[config.mk]
export PLATFORM = sky130hd
export DESIGN_NAME = pwm_top
export DESIGN_NICKNAME = d
export VERILOG_FILES = /design/src/logic/pwm_pkg.sv /design/src/logic/pwm_channel.sv /design/src/logic/pwm_time_base.sv /design/src/logic/pwm_top.sv
export SDC_FILE = /design/constraint.sdc
export NUM_CORES = 1
export LEC_CHECK = 0
export BUFFER_PORTS_ARGS = -buffer_cell sky130_fd_sc_hd__buf_2
export CAP_MARGIN = 20
export CORE_UTILIZATION = 58
export DETAILED_ROUTE_END_ITERATION = 8
export PLACE_DENSITY = 0.85
export SLEW_MARGIN = 20
export SYNTH_ARGS = -nofsm -noshare
export SYNTH_HDL_FRONTEND = slang
export SYNTH_SLANG_ARGS = --single-unit
[constraint.sdc]
create_clock -name ref_clk -period 3.1 [get_ports ref_clk]
set_input_delay 0.465 -clock ref_clk [delete_from_list [all_inputs] [get_ports ref_clk]]
set_output_delay 0.465 -clock ref_clk [all_outputs]
set_load 0.02 [all_outputs]
[src/logic/pwm_pkg.sv]
`default_nettype none
package pwm_pkg;
    // register map, byte addresses on the bus
    localparam int ADDR_W = 8;
    localparam logic [7:0] TCTL_OFS = 8'h00;
    localparam logic [7:0] TCNT_OFS = 8'h04;
    localparam logic [7:0] PERIOD_OFS = 8'h08;
    localparam logic [7:0] TSTAT_OFS = 8'h0C;
    localparam logic [7:0] CH_BASE = 8'h10;
    localparam int CH_SHIFT = 4;
    localparam logic [1:0] CH_CON = 2'h0;
    localparam logic [1:0] CH_DCH = 2'h1;
    localparam logic [1:0] CH_DCL = 2'h2;
    localparam logic [1:0] CH_PORT = 2'h3;
    // field positions
    localparam int EN_BIT = 7;
    localparam int OE_BIT = 6;
    localparam int OUT_BIT = 5;
    localparam int POL_BIT = 4;
    localparam int DCL_HI = 7;
    localparam int DCL_LO = 6;
    localparam int PS_LO = 0;
    localparam int PS_HI = 1;
    localparam int RUN_BIT = 2;
    localparam int POST_LO = 3;
    localparam int POST_HI = 6;
    localparam int FLAG_BIT = 0;
    localparam int LATCH_BIT = 0;
    localparam int DIR_BIT = 1;
    // reset values
    localparam logic [7:0] PERIOD_RST = 8'hFF;
    localparam logic [6:0] TCTL_RST = 7'h00;
    localparam logic [7:0] DUTY_RST = 8'h00;
    localparam logic DIR_RST = 1'b1;
    // prescaler terminal counts per select code
    localparam logic [1:0] PS_DIV1 = 2'b00;
    localparam logic [1:0] PS_DIV4 = 2'b01;
    localparam logic [1:0] PS_DIV16 = 2'b10;
    localparam logic [5:0] PS_TC1 = 6'h00;
    localparam logic [5:0] PS_TC4 = 6'h03;
    localparam logic [5:0] PS_TC16 = 6'h0F;
    localparam logic [5:0] PS_TC64 = 6'h3F;
    localparam logic [1:0] SUB_MAX = 2'h3;
    // bus
    localparam int HTRANS_ACT = 1;
    localparam logic [2:0] HSIZE_WORD = 3'h2;
    typedef enum logic [2:0] {
        BUS_IDLE = 3'b001,
        BUS_WRITE = 3'b010,
        BUS_READ = 3'b100
    } bus_state_t;
endpackage
`default_nettype wire

[src/logic/pwm_channel.sv]
`default_nettype none
module pwm_channel
    import pwm_pkg::*;
#(
    parameter int DUTY_W = 10
)(
    input wire logic ref_clk,
    input wire logic arst_n,
    input wire logic enable,
    input wire logic polarity,
    input wire logic [DUTY_W-1:0] dutyNext,
    input wire logic rollover,
    input wire logic [DUTY_W-1:0] timeBase,
    output logic waveOut
);
    logic [DUTY_W-1:0] dutyBuf_ff;
    logic raw_ff;
    logic nxt_raw;
    logic waveOut_ff;

    // holding copy only reaches the compare at rollover
    always_ff @(posedge ref_clk or negedge arst_n)
    begin
        if (!arst_n)
            dutyBuf_ff <= '0;
        else if (rollover)
            dutyBuf_ff <= dutyNext; // RL7
    end

    // duty beyond the last time base value never matches, so output stays active
    always_comb
    begin
        nxt_raw = raw_ff;
        if (!enable)
            nxt_raw = 1'b0; // RL25
        else if (rollover)
            nxt_raw = (dutyNext != '0); // RL4
        else if (timeBase == dutyBuf_ff)
            nxt_raw = 1'b0; // RL5
    end

    always_ff @(posedge ref_clk or negedge arst_n)
    begin
        if (!arst_n)
        begin
            raw_ff <= 1'b0;
            waveOut_ff <= 1'b0;
        end
        else
        begin
            raw_ff <= nxt_raw; // RL6
            waveOut_ff <= nxt_raw ^ polarity; // RL19
        end
    end

    assign waveOut = waveOut_ff;
endmodule
`default_nettype wire

[src/logic/pwm_time_base.sv]
`default_nettype none
module pwm_time_base
    import pwm_pkg::*;
#(
    parameter int CNT_W = 8
)(
    input wire logic ref_clk,
    input wire logic arst_n,
    input wire logic runBit,
    input wire logic [1:0] prescaleSel,
    input wire logic [3:0] postscaleSel,
    input wire logic sleep,
    input wire logic cntWrite,
    input wire logic [CNT_W-1:0] cntWData,
    input wire logic preClear,
    input wire logic [CNT_W-1:0] periodLimit,
    output logic [CNT_W-1:0] count,
    output logic [CNT_W+1:0] timeBase,
    output logic rollover,
    output logic postMatch
);
    logic [CNT_W-1:0] count_ff;
    logic [1:0] sub_ff;
    logic [5:0] pre_ff;
    logic [3:0] post_ff;
    logic rollover_ff;
    logic postMatch_ff;
    logic advance;
    logic tick;
    logic wrap;
    logic hit;

    function automatic logic [5:0] preLimit(input logic [1:0] sel);
        case (sel)
            PS_DIV1: preLimit = PS_TC1;
            PS_DIV4: preLimit = PS_TC4;
            PS_DIV16: preLimit = PS_TC16;
            default: preLimit = PS_TC64;
        endcase
    endfunction

    // sleep freezes prescaler, sub-count and timer in place; bus writes to count and control still take effect
    assign advance = runBit & ~sleep; // RL14
    assign tick = advance && (pre_ff == preLimit(prescaleSel)); // RL23
    assign wrap = tick && (sub_ff == SUB_MAX); // RL12
    assign hit = wrap && (count_ff == periodLimit); // RL10

    always_ff @(posedge ref_clk or negedge arst_n)
    begin
        if (!arst_n)
        begin
            pre_ff <= '0;
            sub_ff <= '0;
        end
        else
        begin
            if (cntWrite || preClear)
                pre_ff <= '0;
            else if (advance)
                pre_ff <= tick ? 6'h00 : 6'(pre_ff + 6'h01);
            if (cntWrite)
                sub_ff <= '0;
            else if (tick)
                sub_ff <= 2'(sub_ff + 2'h1); // RL12
        end
    end

    always_ff @(posedge ref_clk or negedge arst_n)
    begin
        if (!arst_n)
        begin
            count_ff <= '0;
            rollover_ff <= 1'b0;
        end
        else
        begin
            if (cntWrite)
                count_ff <= cntWData;
            else if (hit)
                count_ff <= '0; // RL9
            else if (wrap)
                count_ff <= CNT_W'(count_ff + 1'b1);
            rollover_ff <= hit; // RL9
        end
    end

    // postscaler only feeds the match flag and timerMatch, never the waveform
    always_ff @(posedge ref_clk or negedge arst_n)
    begin
        if (!arst_n)
        begin
            post_ff <= '0;
            postMatch_ff <= 1'b0;
        end
        else
        begin
            postMatch_ff <= 1'b0;
            if (cntWrite || preClear)
                post_ff <= '0;
            else if (hit)
            begin
                if (post_ff == postscaleSel)
                begin
                    post_ff <= '0;
                    postMatch_ff <= 1'b1; // RL3
                end
                else
                    post_ff <= 4'(post_ff + 4'h1);
            end
        end
    end

    assign count = count_ff;
    assign timeBase = {count_ff, sub_ff}; // RL12
    assign rollover = rollover_ff;
    assign postMatch = postMatch_ff;
endmodule
`default_nettype wire

[src/logic/pwm_top.sv]
// Function
// RL1 - each channel makes a PWM waveform with 10-bit duty resolution
// RL2 - one shared period from timer and period register, per-channel duty values
// RL3 - timer postscaler never affects the waveform
// RL4 - outputs go active when the timer count clears to zero
// RL5 - output clears when 10-bit time base equals buffered duty
// RL6 - duty at or above the period keeps the output active all cycle
// RL7 - duty writes allowed anytime, reach compare only at rollover
// RL8 - software writes both duty registers before the next period match
// RL9 - after period match: clear timer, set outputs unless zero duty, latch duty
// RL10 - period is (period+1) times four clocks times prescale
// RL11 - duty high byte is bits 9:2, low register bits 7:6 are bits 1:0
// RL12 - time base is timer count plus two sub-count bits, scaled by prescaler
// RL13 - full resolution only with period 255, fewer steps below
// RL14 - sleep freezes timer and channels, pins hold, count resumes after
// RL15 - reset puts pins to input and registers to reset values
// RL16 - control bit 7 enables the channel
// RL17 - control bit 6 routes waveform to pin, clear gives pin to port latch
// RL18 - control bit 5 is read-only present output value, resets zero
// RL19 - control bit 4 set makes the output active-low
// RL20 - control bits 3:0 read zero and ignore writes
// RL21 - software clears the port direction bit to make the pin an output
// RL22 - software follows the fixed setup order for a complete first period
// RL23 - prescale codes 00,01,10,11 divide by 1,4,16,64
// RL24 - duty low register holds bits 7:6, bits 5:0 read zero
// RL25 - disabled channel holds inactive level and ignores compares
//
// Added by the designer: the register addresses and the AHB-Lite register port.
`default_nettype none
module pwm_top
    import pwm_pkg::*;
#(
    parameter int NCH = 4
)(
    input wire logic ref_clk,
    input wire logic arst_n,
    input wire logic sleep,
    input wire logic hsel,
    input wire logic [31:0] haddr,
    input wire logic [1:0] htrans,
    input wire logic hwrite,
    input wire logic [2:0] hsize,
    input wire logic [31:0] hwdata,
    input wire logic hready,
    output logic hreadyout,
    output logic [31:0] hrdata,
    output logic hresp,
    output logic [NCH-1:0] pinOut,
    output logic [NCH-1:0] pinOe_n,
    output logic [NCH-1:0] waveOut,
    output logic timerMatch
);
    localparam logic [7:0] MAP_END = 8'(CH_BASE + 8'(NCH << CH_SHIFT));

    bus_state_t state_ff;
    logic [ADDR_W-1:0] addr_ff;
    logic mapped_ff;
    logic hreadyout_ff;
    logic [31:0] hrdata_ff;
    logic accept;
    logic wrCommit;
    logic [31:0] rdMux;

    logic [6:0] tctl_ff;
    logic [7:0] period_ff;
    logic flag_ff;
    logic timerMatch_ff;
    logic [NCH-1:0] en_ff;
    logic [NCH-1:0] oe_ff;
    logic [NCH-1:0] pol_ff;
    logic [7:0] dch_ff [NCH];
    logic [1:0] dcl_ff [NCH];
    logic [NCH-1:0] latch_ff;
    logic [NCH-1:0] dir_ff;
    logic [NCH-1:0] pinOut_ff;
    logic [NCH-1:0] pinOe_n_ff;

    logic [7:0] count;
    logic [9:0] timeBase;
    logic rollover;
    logic postMatch;
    logic [NCH-1:0] wave;

    function automatic logic isMapped(input logic [31:0] a);
        isMapped = (a[31:ADDR_W] == '0) && (a[ADDR_W-1:0] < MAP_END) && (a[1:0] == 2'h0);
    endfunction

    function automatic logic isChan(input logic [ADDR_W-1:0] a);
        isChan = (a >= CH_BASE) && (a < MAP_END);
    endfunction

    function automatic int chIdx(input logic [ADDR_W-1:0] a);
        chIdx = int'((a - CH_BASE) >> CH_SHIFT);
    endfunction

    function automatic logic [1:0] chReg(input logic [ADDR_W-1:0] a);
        chReg = a[3:2];
    endfunction

    // --- AHB-Lite slave: writes complete with no wait, reads take one wait state
    assign accept = hsel && htrans[HTRANS_ACT] && hready;
    assign wrCommit = (state_ff == BUS_WRITE) && mapped_ff;

    always_ff @(posedge ref_clk or negedge arst_n)
    begin
        if (!arst_n)
        begin
            state_ff <= BUS_IDLE;
            addr_ff <= '0;
            mapped_ff <= 1'b0;
            hreadyout_ff <= 1'b1;
            hrdata_ff <= '0;
        end
        else
        begin
            case (state_ff)
                BUS_IDLE, BUS_WRITE:
                begin
                    if (accept)
                    begin
                        addr_ff <= haddr[ADDR_W-1:0];
                        mapped_ff <= isMapped(haddr);
                        if (hwrite)
                        begin
                            // only whole-word writes change registers
                            mapped_ff <= isMapped(haddr) && (hsize == HSIZE_WORD);
                            state_ff <= BUS_WRITE;
                        end
                        else
                        begin
                            // wait one cycle so a write committing now is seen
                            state_ff <= BUS_READ;
                            hreadyout_ff <= 1'b0;
                        end
                    end
                    else
                        state_ff <= BUS_IDLE;
                end
                BUS_READ:
                begin
                    hrdata_ff <= mapped_ff ? rdMux : 32'h0000_0000;
                    hreadyout_ff <= 1'b1;
                    state_ff <= BUS_IDLE;
                end
                default:
                begin
                    state_ff <= BUS_IDLE;
                    hreadyout_ff <= 1'b1;
                end
            endcase
        end
    end

    always_comb
    begin
        rdMux = '0;
        if (isChan(addr_ff))
        begin
            case (chReg(addr_ff))
                CH_CON:
                begin
                    rdMux[EN_BIT] = en_ff[chIdx(addr_ff)];
                    rdMux[OE_BIT] = oe_ff[chIdx(addr_ff)];
                    rdMux[OUT_BIT] = wave[chIdx(addr_ff)]; // RL18
                    rdMux[POL_BIT] = pol_ff[chIdx(addr_ff)]; // RL19
                end
                CH_DCH: rdMux[7:0] = dch_ff[chIdx(addr_ff)];
                CH_DCL: rdMux[DCL_HI:DCL_LO] = dcl_ff[chIdx(addr_ff)]; // RL24
                default:
                begin
                    rdMux[LATCH_BIT] = latch_ff[chIdx(addr_ff)];
                    rdMux[DIR_BIT] = dir_ff[chIdx(addr_ff)];
                end
            endcase
        end
        else
        begin
            case (addr_ff)
                TCTL_OFS: rdMux[6:0] = tctl_ff;
                TCNT_OFS: rdMux[7:0] = count;
                PERIOD_OFS: rdMux[7:0] = period_ff;
                TSTAT_OFS: rdMux[FLAG_BIT] = flag_ff;
                default: rdMux = '0;
            endcase
        end
    end

    // --- shared timer registers
    always_ff @(posedge ref_clk or negedge arst_n)
    begin
        if (!arst_n)
        begin
            tctl_ff <= TCTL_RST;
            period_ff <= PERIOD_RST; // RL15
        end
        else if (wrCommit)
        begin
            if (addr_ff == TCTL_OFS)
                tctl_ff <= hwdata[6:0];
            if (addr_ff == PERIOD_OFS)
                period_ff <= hwdata[7:0]; // RL13
        end
    end

    // match flag: a new match in the clearing cycle keeps the flag set
    always_ff @(posedge ref_clk or negedge arst_n)
    begin
        if (!arst_n)
        begin
            flag_ff <= 1'b0;
            timerMatch_ff <= 1'b0;
        end
        else
        begin
            if (postMatch)
                flag_ff <= 1'b1;
            else if (wrCommit && (addr_ff == TSTAT_OFS) && hwdata[FLAG_BIT])
                flag_ff <= 1'b0;
            timerMatch_ff <= postMatch;
        end
    end

    // --- per-channel registers; duty writes land in the holding copy only
    always_ff @(posedge ref_clk or negedge arst_n)
    begin
        if (!arst_n)
        begin
            en_ff <= '0;
            oe_ff <= '0;
            pol_ff <= '0;
            latch_ff <= '0;
            dir_ff <= {NCH{DIR_RST}}; // RL15
            for (int i = 0; i < NCH; i++)
            begin
                dch_ff[i] <= DUTY_RST;
                dcl_ff[i] <= DUTY_RST[1:0];
            end
        end
        else if (wrCommit && isChan(addr_ff))
        begin
            case (chReg(addr_ff))
                CH_CON:
                begin
                    en_ff[chIdx(addr_ff)] <= hwdata[EN_BIT]; // RL16
                    oe_ff[chIdx(addr_ff)] <= hwdata[OE_BIT]; // RL17
                    pol_ff[chIdx(addr_ff)] <= hwdata[POL_BIT]; // RL19
                end
                CH_DCH: dch_ff[chIdx(addr_ff)] <= hwdata[7:0]; // RL7
                CH_DCL: dcl_ff[chIdx(addr_ff)] <= hwdata[DCL_HI:DCL_LO]; // RL7
                default:
                begin
                    latch_ff[chIdx(addr_ff)] <= hwdata[LATCH_BIT];
                    dir_ff[chIdx(addr_ff)] <= hwdata[DIR_BIT];
                end
            endcase
        end
    end

    pwm_time_base #(
        .CNT_W(8)
    ) u_time_base (
        .ref_clk(ref_clk),
        .arst_n(arst_n),
        .runBit(tctl_ff[RUN_BIT]),
        .prescaleSel(tctl_ff[PS_HI:PS_LO]),
        .postscaleSel(tctl_ff[POST_HI:POST_LO]),
        .sleep(sleep),
        .cntWrite(wrCommit && (addr_ff == TCNT_OFS)),
        .cntWData(hwdata[7:0]),
        .preClear(wrCommit && (addr_ff == TCTL_OFS)),
        .periodLimit(period_ff),
        .count(count),
        .timeBase(timeBase),
        .rollover(rollover),
        .postMatch(postMatch)
    );

    // every channel shares the one time base and rollover
    for (genvar g = 0; g < NCH; g++)
    begin : g_ch
        pwm_channel #(
            .DUTY_W(10)
        ) u_channel (
            .ref_clk(ref_clk),
            .arst_n(arst_n),
            .enable(en_ff[g]),
            .polarity(pol_ff[g]),
            .dutyNext({dch_ff[g], dcl_ff[g]}), // RL11
            .rollover(rollover), // RL2
            .timeBase(timeBase),
            .waveOut(wave[g]) // RL1
        );
    end

    // pin mux: waveform or port latch; output enable follows the direction bit
    always_ff @(posedge ref_clk or negedge arst_n)
    begin
        if (!arst_n)
        begin
            pinOut_ff <= '0;
            pinOe_n_ff <= '1; // RL15
        end
        else
        begin
            for (int i = 0; i < NCH; i++)
            begin
                pinOut_ff[i] <= oe_ff[i] ? wave[i] : latch_ff[i]; // RL17
                pinOe_n_ff[i] <= dir_ff[i]; // RL21
            end
        end
    end

    assign hreadyout = hreadyout_ff;
    assign hrdata = hrdata_ff;
    assign hresp = 1'b0;
    assign pinOut = pinOut_ff;
    assign pinOe_n = pinOe_n_ff;
    assign waveOut = wave;
    assign timerMatch = timerMatch_ff;
endmodule
`default_nettype wire

# Word-level counts from Yosys, hierarchy flattened
# Index checks and enable logic that the tools add are counted.
# classes
add_sub_neg	5
n_mul	0
n_div	0
order_cmp	7
n_eq_ne	21
n_shift	0
muxes	80
bitwise_logic	8
n_reduce_logical	43
# op_table
op	n
$mux W8	8
$eq A10 B10 Y1	4
$reduce_bool A10 Y1	4
$pmux W6 S3	2
$bwmux W32	1
$ge A32 B3 Y1 const B	1
$lt A32 B1 Y1 const B	1
$mux W1	32
$not A28 Y32	1
$ge A28 B1 Y1 const B	1
$lt A28 B3 Y1 const B	1
$logic_not A24 Y1	1
$bwmux W4	5
$mux W6	3
$logic_and A1 B1 Y1	17
$bmux W8 S2	1
$demux W8 S2	1
$eq A8 B4 Y1 const B	2
$lt A8 B7 Y1 const B	2
$reduce_and A2 Y1	8
$bmux W1 S2	6
$mux W2	6
$mux W4	3
$mux W3	3
other kinds (34)	50
# word_totals
ff_bits	200
latchBits	0
mem_bits_rw	0
rom_bits	0
inputBits	75
out_inout_bits	47
word_cells	206
n_memories	0

# Depth between registers and ports, before layout
# depth
depth_word	8
mapped_depth	11

# Hierarchy
# From an unflattened synthesis, not the netlist that was laid out.
# hier_totals
hier_cells	748
hier_area_um2	9078.7
# by_module_without_submodules
mod	n_inst	cells_per_inst	area_per_inst_um2
pwm_top	1	413	5231.3
pwm_channel	4	43	590.6
pwm_time_base	1	163	1485.2

# Worst setup path after synthesis
# OpenSTA, ideal clock, no wires.
# synth_path
path_type	register to register
startpoint	register addr_ff[4]
endpoint	register hrdata_ff[6], in the netlist hrdata[6]
setup_time_ns	0.131
arrival_time_ns	2.602
slack_ns	0.367
stages_incl_launch_ff	12
path_buffers	4
synth_period_minus_slack_ns	2.733
cell_sequence	dfrtp_1 -> buf_2 -> buf_2 -> inv_1 -> ha_1 -> clkbuf_1 -> clkbuf_1 -> mux4_2 -> nand2_1 -> a21oi_1 -> a31oi_1 -> o21ai_0
# synth_between
elab_chain_cells	8
# synth_rtl
element	line_no	source
start: declaration	pwm_top.sv:56	logic [ADDR_W-1:0] addr_ff;
start signal: assignment	pwm_top.sv:121	addr_ff <= haddr[ADDR_W-1:0];
$sub A8 B5 Y9	pwm_top.sv:93	chIdx = int'((a - CH_BASE) >> CH_SHIFT);
$not A28 Y32 (not written as such)	pwm_top.sv:167, pwm_top.sv:168	
$bmux W2 S2 / $bmux W8 S2 (equally long branches)	pwm_top.sv:168, pwm_top.sv:167	
$mux W2 (not written as such) / $mux W8 (equally long branches) (2 in a row)	pwm_top.sv:168, pwm_top.sv:167	
$pmux W2 S3	pwm_top.sv:159	case (chReg(addr_ff))
$mux W8 (*)	pwm_top.sv:157	if (isChan(addr_ff))
$mux W8 (*)	pwm_top.sv:141	hrdata_ff <= mapped_ff ? rdMux : 32'h0000_0000;
end signal: assignment	pwm_top.sv:141	
end: declaration	pwm_top.sv:59	logic [31:0] hrdata_ff;
# Every way passes the cells marked *; elsewhere a longest branch is shown, timed or not. The select of a mux whose other input is x is not followed.
# A chain may end at the register's enable or synchronous reset.

# Worst setup path after layout
# layout_path
startpoint	register u_time_base.pre_ff[0]
endpoint	register u_time_base.post_ff[3]
# layout_between
elab_chain_cells	5
# layout_rtl
element	line_no	source
start: declaration	pwm_time_base.sv:24	logic [5:0] pre_ff;
start signal: assignment	pwm_time_base.sv:60	pre_ff <= tick ? 6'h00 : 6'(pre_ff + 6'h01);
$eq A6 B6 Y1	pwm_time_base.sv:44	assign tick = advance && (pre_ff == preLimit(prescaleSel));
$logic_and A1 B1 Y1	pwm_time_base.sv:44	
$logic_and A1 B1 Y1	pwm_time_base.sv:45	assign wrap = tick && (sub_ff == SUB_MAX);
$logic_and A1 B1 Y1	pwm_time_base.sv:46	assign hit = wrap && (count_ff == periodLimit);
$reduce_bool A2 Y1 (no line)	-	
end signal: assignment	pwm_time_base.sv:108	post_ff <= 4'(post_ff + 4'h1);
end: declaration	pwm_time_base.sv:25	logic [3:0] post_ff;
# No other way between the ends.

==> summary.md <==
| Metric | Value |
|---|---|
| Number of flip-flops and latches in the synthesized netlist | approximately 180 |
| Number of sinks on the clock net | between 150 and 200 |
| Count of endpoints failing hold in the final timing report | 0 |
| Number of antenna violations at the first check in global routing | 1 |
| Post-cts gate resize count | 0 |
| Post-Place Cells | slightly below 1000 |
| Worst clock skew on the final layout | 0.00845 ns |
| Crit-path leading delay family | simple AND/OR/NAND/NOR gates |
| Global-route wire length before repair | about 37000 um |
| Cell count after synthesis | approximately 740 |
| Startpoint type of the worst setup path | register |
| # IOs | between 100 and 150 |
| Commonest non-fill, non-tap cells in the layout | 157 x sky130_fd_sc_hd__dfrtp_1, 119 x sky130_fd_sc_hd__mux2_2, 70 x sky130_fd_sc_hd__buf_2, 51 x sky130_fd_sc_hd__nand2_1, 41 x sky130_fd_sc_hd__nor2_1 |
| Sum of overflow across all layers after global routing | 0 |
| Crit path buf inv count | 0 |
| Register-to-Register Path Depth | 5 |
| Part of the cycle the worst path needs | 81.7% |
| Die extent in y | about 130 um |
| Transition time at the pin with the least slew margin | 0.873 ns |
| List of cells traversed by the critical path | or4_4 > a2111oi_4 > o2111ai_4 > or4b_1 > a21oi_1 |
| Part of the Yosys area used for sequential elements | about half |
| Layout Nets | just under 900 |
| Crit path depth | 5 |
| Vias in the first global route | between 6000 and 7000 |
| Kind of critical path | reg -> reg |
| Post-CTS Setup Repair Bufs | 0 |
| Routability-driven placement congestion ratio | approximately 0.95 |
| Vias per cell | 6.49 |
| Maximum single-stage delay on the critical path | between 0.5 and 0.6 ns |
| H-tree levels | 4 |
| Post-route non-filler standard cell count | 1000 |
| R2R setup slack | 0.57 ns |
| Most common cell after layout, fill and taps aside | sky130_fd_sc_hd__dfrtp_1 |
| Largest fanout on the critical path | 9 |
| Syn-to-layout area delta | 11.7% |
| Die boundary width | about 130 um |
| Power Total | approximately 5400 uW |
| Violations in the final reports | DRC |
| Min-Delay Path Class | in -> async |
| Hold bufs inserted after CTS | 0 |
| Power density over the cells | between 500 and 600 nW/um^2 |
| Final design utilization | around two thirds |
| Syn avg cell area | 12.0 sq um |
| All-layer global routing usage | a little under a third |
| Number of flops mapped to enable cells by yosys | 0 |
| Clock Tree Root | sky130_fd_sc_hd__clkbuf_16 |
| Share of synthesized registers carrying an async set or reset | 100% |
| Dominant synthesized flop cell | sky130_fd_sc_hd__dfrtp_1 |
| Min cycle time layout | 2.53 ns |
| Layout cell share with drive strength beyond 1 | 34.3% |
| Estimated wirelength of the detail-placed design | between 15000 and 20000 um |
| Routed wirelength normalized by instance count | between 20 and 25 um |
| CTS Buf Count | 17 |
| Worst ir drop on vdd | about 0.00043 V |
| Summed negative setup slack over all endpoints | 0 ns |
| Clk slew on worst S/H paths | approximately 0.06 ns |
| Req. time, crit path | around 3.5 ns |
| Reported leakage power | 0.00460 uW |
| Summed instance area of the synthesized netlist | roughly 8900 sq um |
| Total setup violations reported at the end of the flow | 0 |
| Layout filler cell count | between 1000 and 1500 |
| Count of buffers inserted at the top-level ports | slightly above 70 |
| Relative slew slack | roughly two fifths |
| Number of placement rows | 44 |
| Unrepaired setup endpoints after global routing | no |
| Die Outline Area | 15800 sq um |
| Total core area | approximately 15000 sq um |
| # DRC | 7 |
| Initial Util | 60.3% |
| Endpoint type of the worst setup path | register |
| Clock network latency to the later pin of the worst-skew pair | between 0.4 and 0.5 ns |
| Distinct cells, synth | just under 60 |
| Pin count of the biggest net entering global routing | 94 |
| DRT Pass-1 Iters | 9 |
| Number of violations of the max-capacitance limit | 0 |
| Post-route ant nets | 0 |
| Antenna Diode Count | 0 |
| Synthesis Warnings | 0 |
| Clock tree from TritonCTS | done |
| Critical-path top delay cell | sky130_fd_sc_hd__or4_4 |
| Number of design-rule violations left by the first detailed-router iteration | about 580 |
| Fmax | between 300 and 400 MHz |
| Number of pins exceeding their max-slew limit in the final report | 0 |
| Data arrival, critical path | ~2.9 ns |
| Maximum count of clock buffers along a single path | 2 |
| Total routed wirelength | 22900 um |
| Total via count in the routed design | roughly 6500 |
| Outcome | finished with violations |
[cells in the mapped netlist (all sizes together) (12+ instances only)]
library cell | number | area [sq um]
mux2 | 119 | 1340
dfrtp | 158 | 3950
o21ai | 23 | 115
xor2 | 40 | 350
xnor2 | 21 | 184
nand2 | 51 | 191
mux4 | 17 | 383
nor2 | 41 | 154
buf | 36 | 246
nand3 | 18 | 90.1
a21oi | 17 | 85.1
clkbuf | 27 | 101
mux2i | 12 | 120
dfstp | 18 | 473
nor4 | 20 | 155
[kinds of logic after synthesis]
group	Yosys count	share of synthesized area, %
xor+xnor	61	6.02
other cells	1	0.0423
fa+ha+maj	9	1.27
mux	148	20.8
flops	176	49.9
compound gates	84	6.50
buf+inv	70	4.22
simple gates	188	11.2
[path summary, 6_finish.rpt]
path / from / to
setup / recovery: u_time_base.pre_ff[0] / u_time_base.post_ff[3]
max in group asynchronous: arst_n / g_ch[0].u_channel.dutyBuf_ff[5]
setup reg to reg: u_time_base.pre_ff[0] / u_time_base.post_ff[3]
min in group ref_clk: hwrite / state_ff[2]
hold / removal: arst_n / timerMatch
hold reg to reg: dir_ff[2] / pinOe_n[2]
[worst reg2reg max path, stage by stage (launching register included)]
cell	delay, ns
sky130_fd_sc_hd__dfrtp_1	0.44
sky130_fd_sc_hd__or4_4	0.57
sky130_fd_sc_hd__a2111oi_4	0.46
sky130_fd_sc_hd__o2111ai_4	0.27
sky130_fd_sc_hd__or4b_1	0.57
sky130_fd_sc_hd__a21oi_1	0.15
[area by class of cell]
class,count,area [sq um],share of cell area [%]
clock buffer,19,443,4.47
clock inverter,12,110,1.11
inverter,7,26.3,0.265
multi-input combinational,515,4160,42.0
sequential,176,4430,44.7
tap,184,230,2.32
timing repair buffer,87,507,5.12
[stage by stage]
step / hold WS [ns] / setup WS (ns) / cell area, sq um
finish: 0.116 / 0.567 / 9900
global route: 0.160 / 0.440 / 9900
CTS: 0.144 / 0.575 / 9900
detailed placement: 0.367 / 0.612 / 9350
global placement: 0.363 / 0.686 / 9350
floorplan: 0.169 / 0.367 / 8960
[registers in the layout, summed over array words and instances (netlist names), 2 cells and up]
signal                     cells
addr_ff                        8
dch_ff                        32
dcl_ff                         8
dir_ff                         4
en_ff                          4
g_ch.u_channel.dutyBuf_ff     40
g_ch.u_channel.raw_ff          4
g_ch.u_channel.waveOut         4
hrdata                         8
latch_ff                       4
oe_ff                          4
period_ff                      8
pinOe_n                        4
pinOut                         4
pol_ff                         4
state_ff                       3
tctl_ff                        7
u_time_base.count              8
u_time_base.post_ff            4
u_time_base.pre_ff             6
u_time_base.sub_ff             2
[routing by layer]
metal / track usage [%] / part of all wire, % / wire [um]
met5: 0 / 0 / 0
met4: 15.1 / 3.8 / 874
met3: 7.01 / 8.2 / 1880
met2: 49.7 / 50 / 11400
met1: 39.3 / 38 / 8800
[where the power goes]
part | switching [uW] | leakage [uW] | internal, uW
Clock | 920 | 0.000262 | 1130
Combinational | 488 | 0.00204 | 330
Sequential | 172 | 0.00230 | 2390
Power figures use the tool's default switching activity.
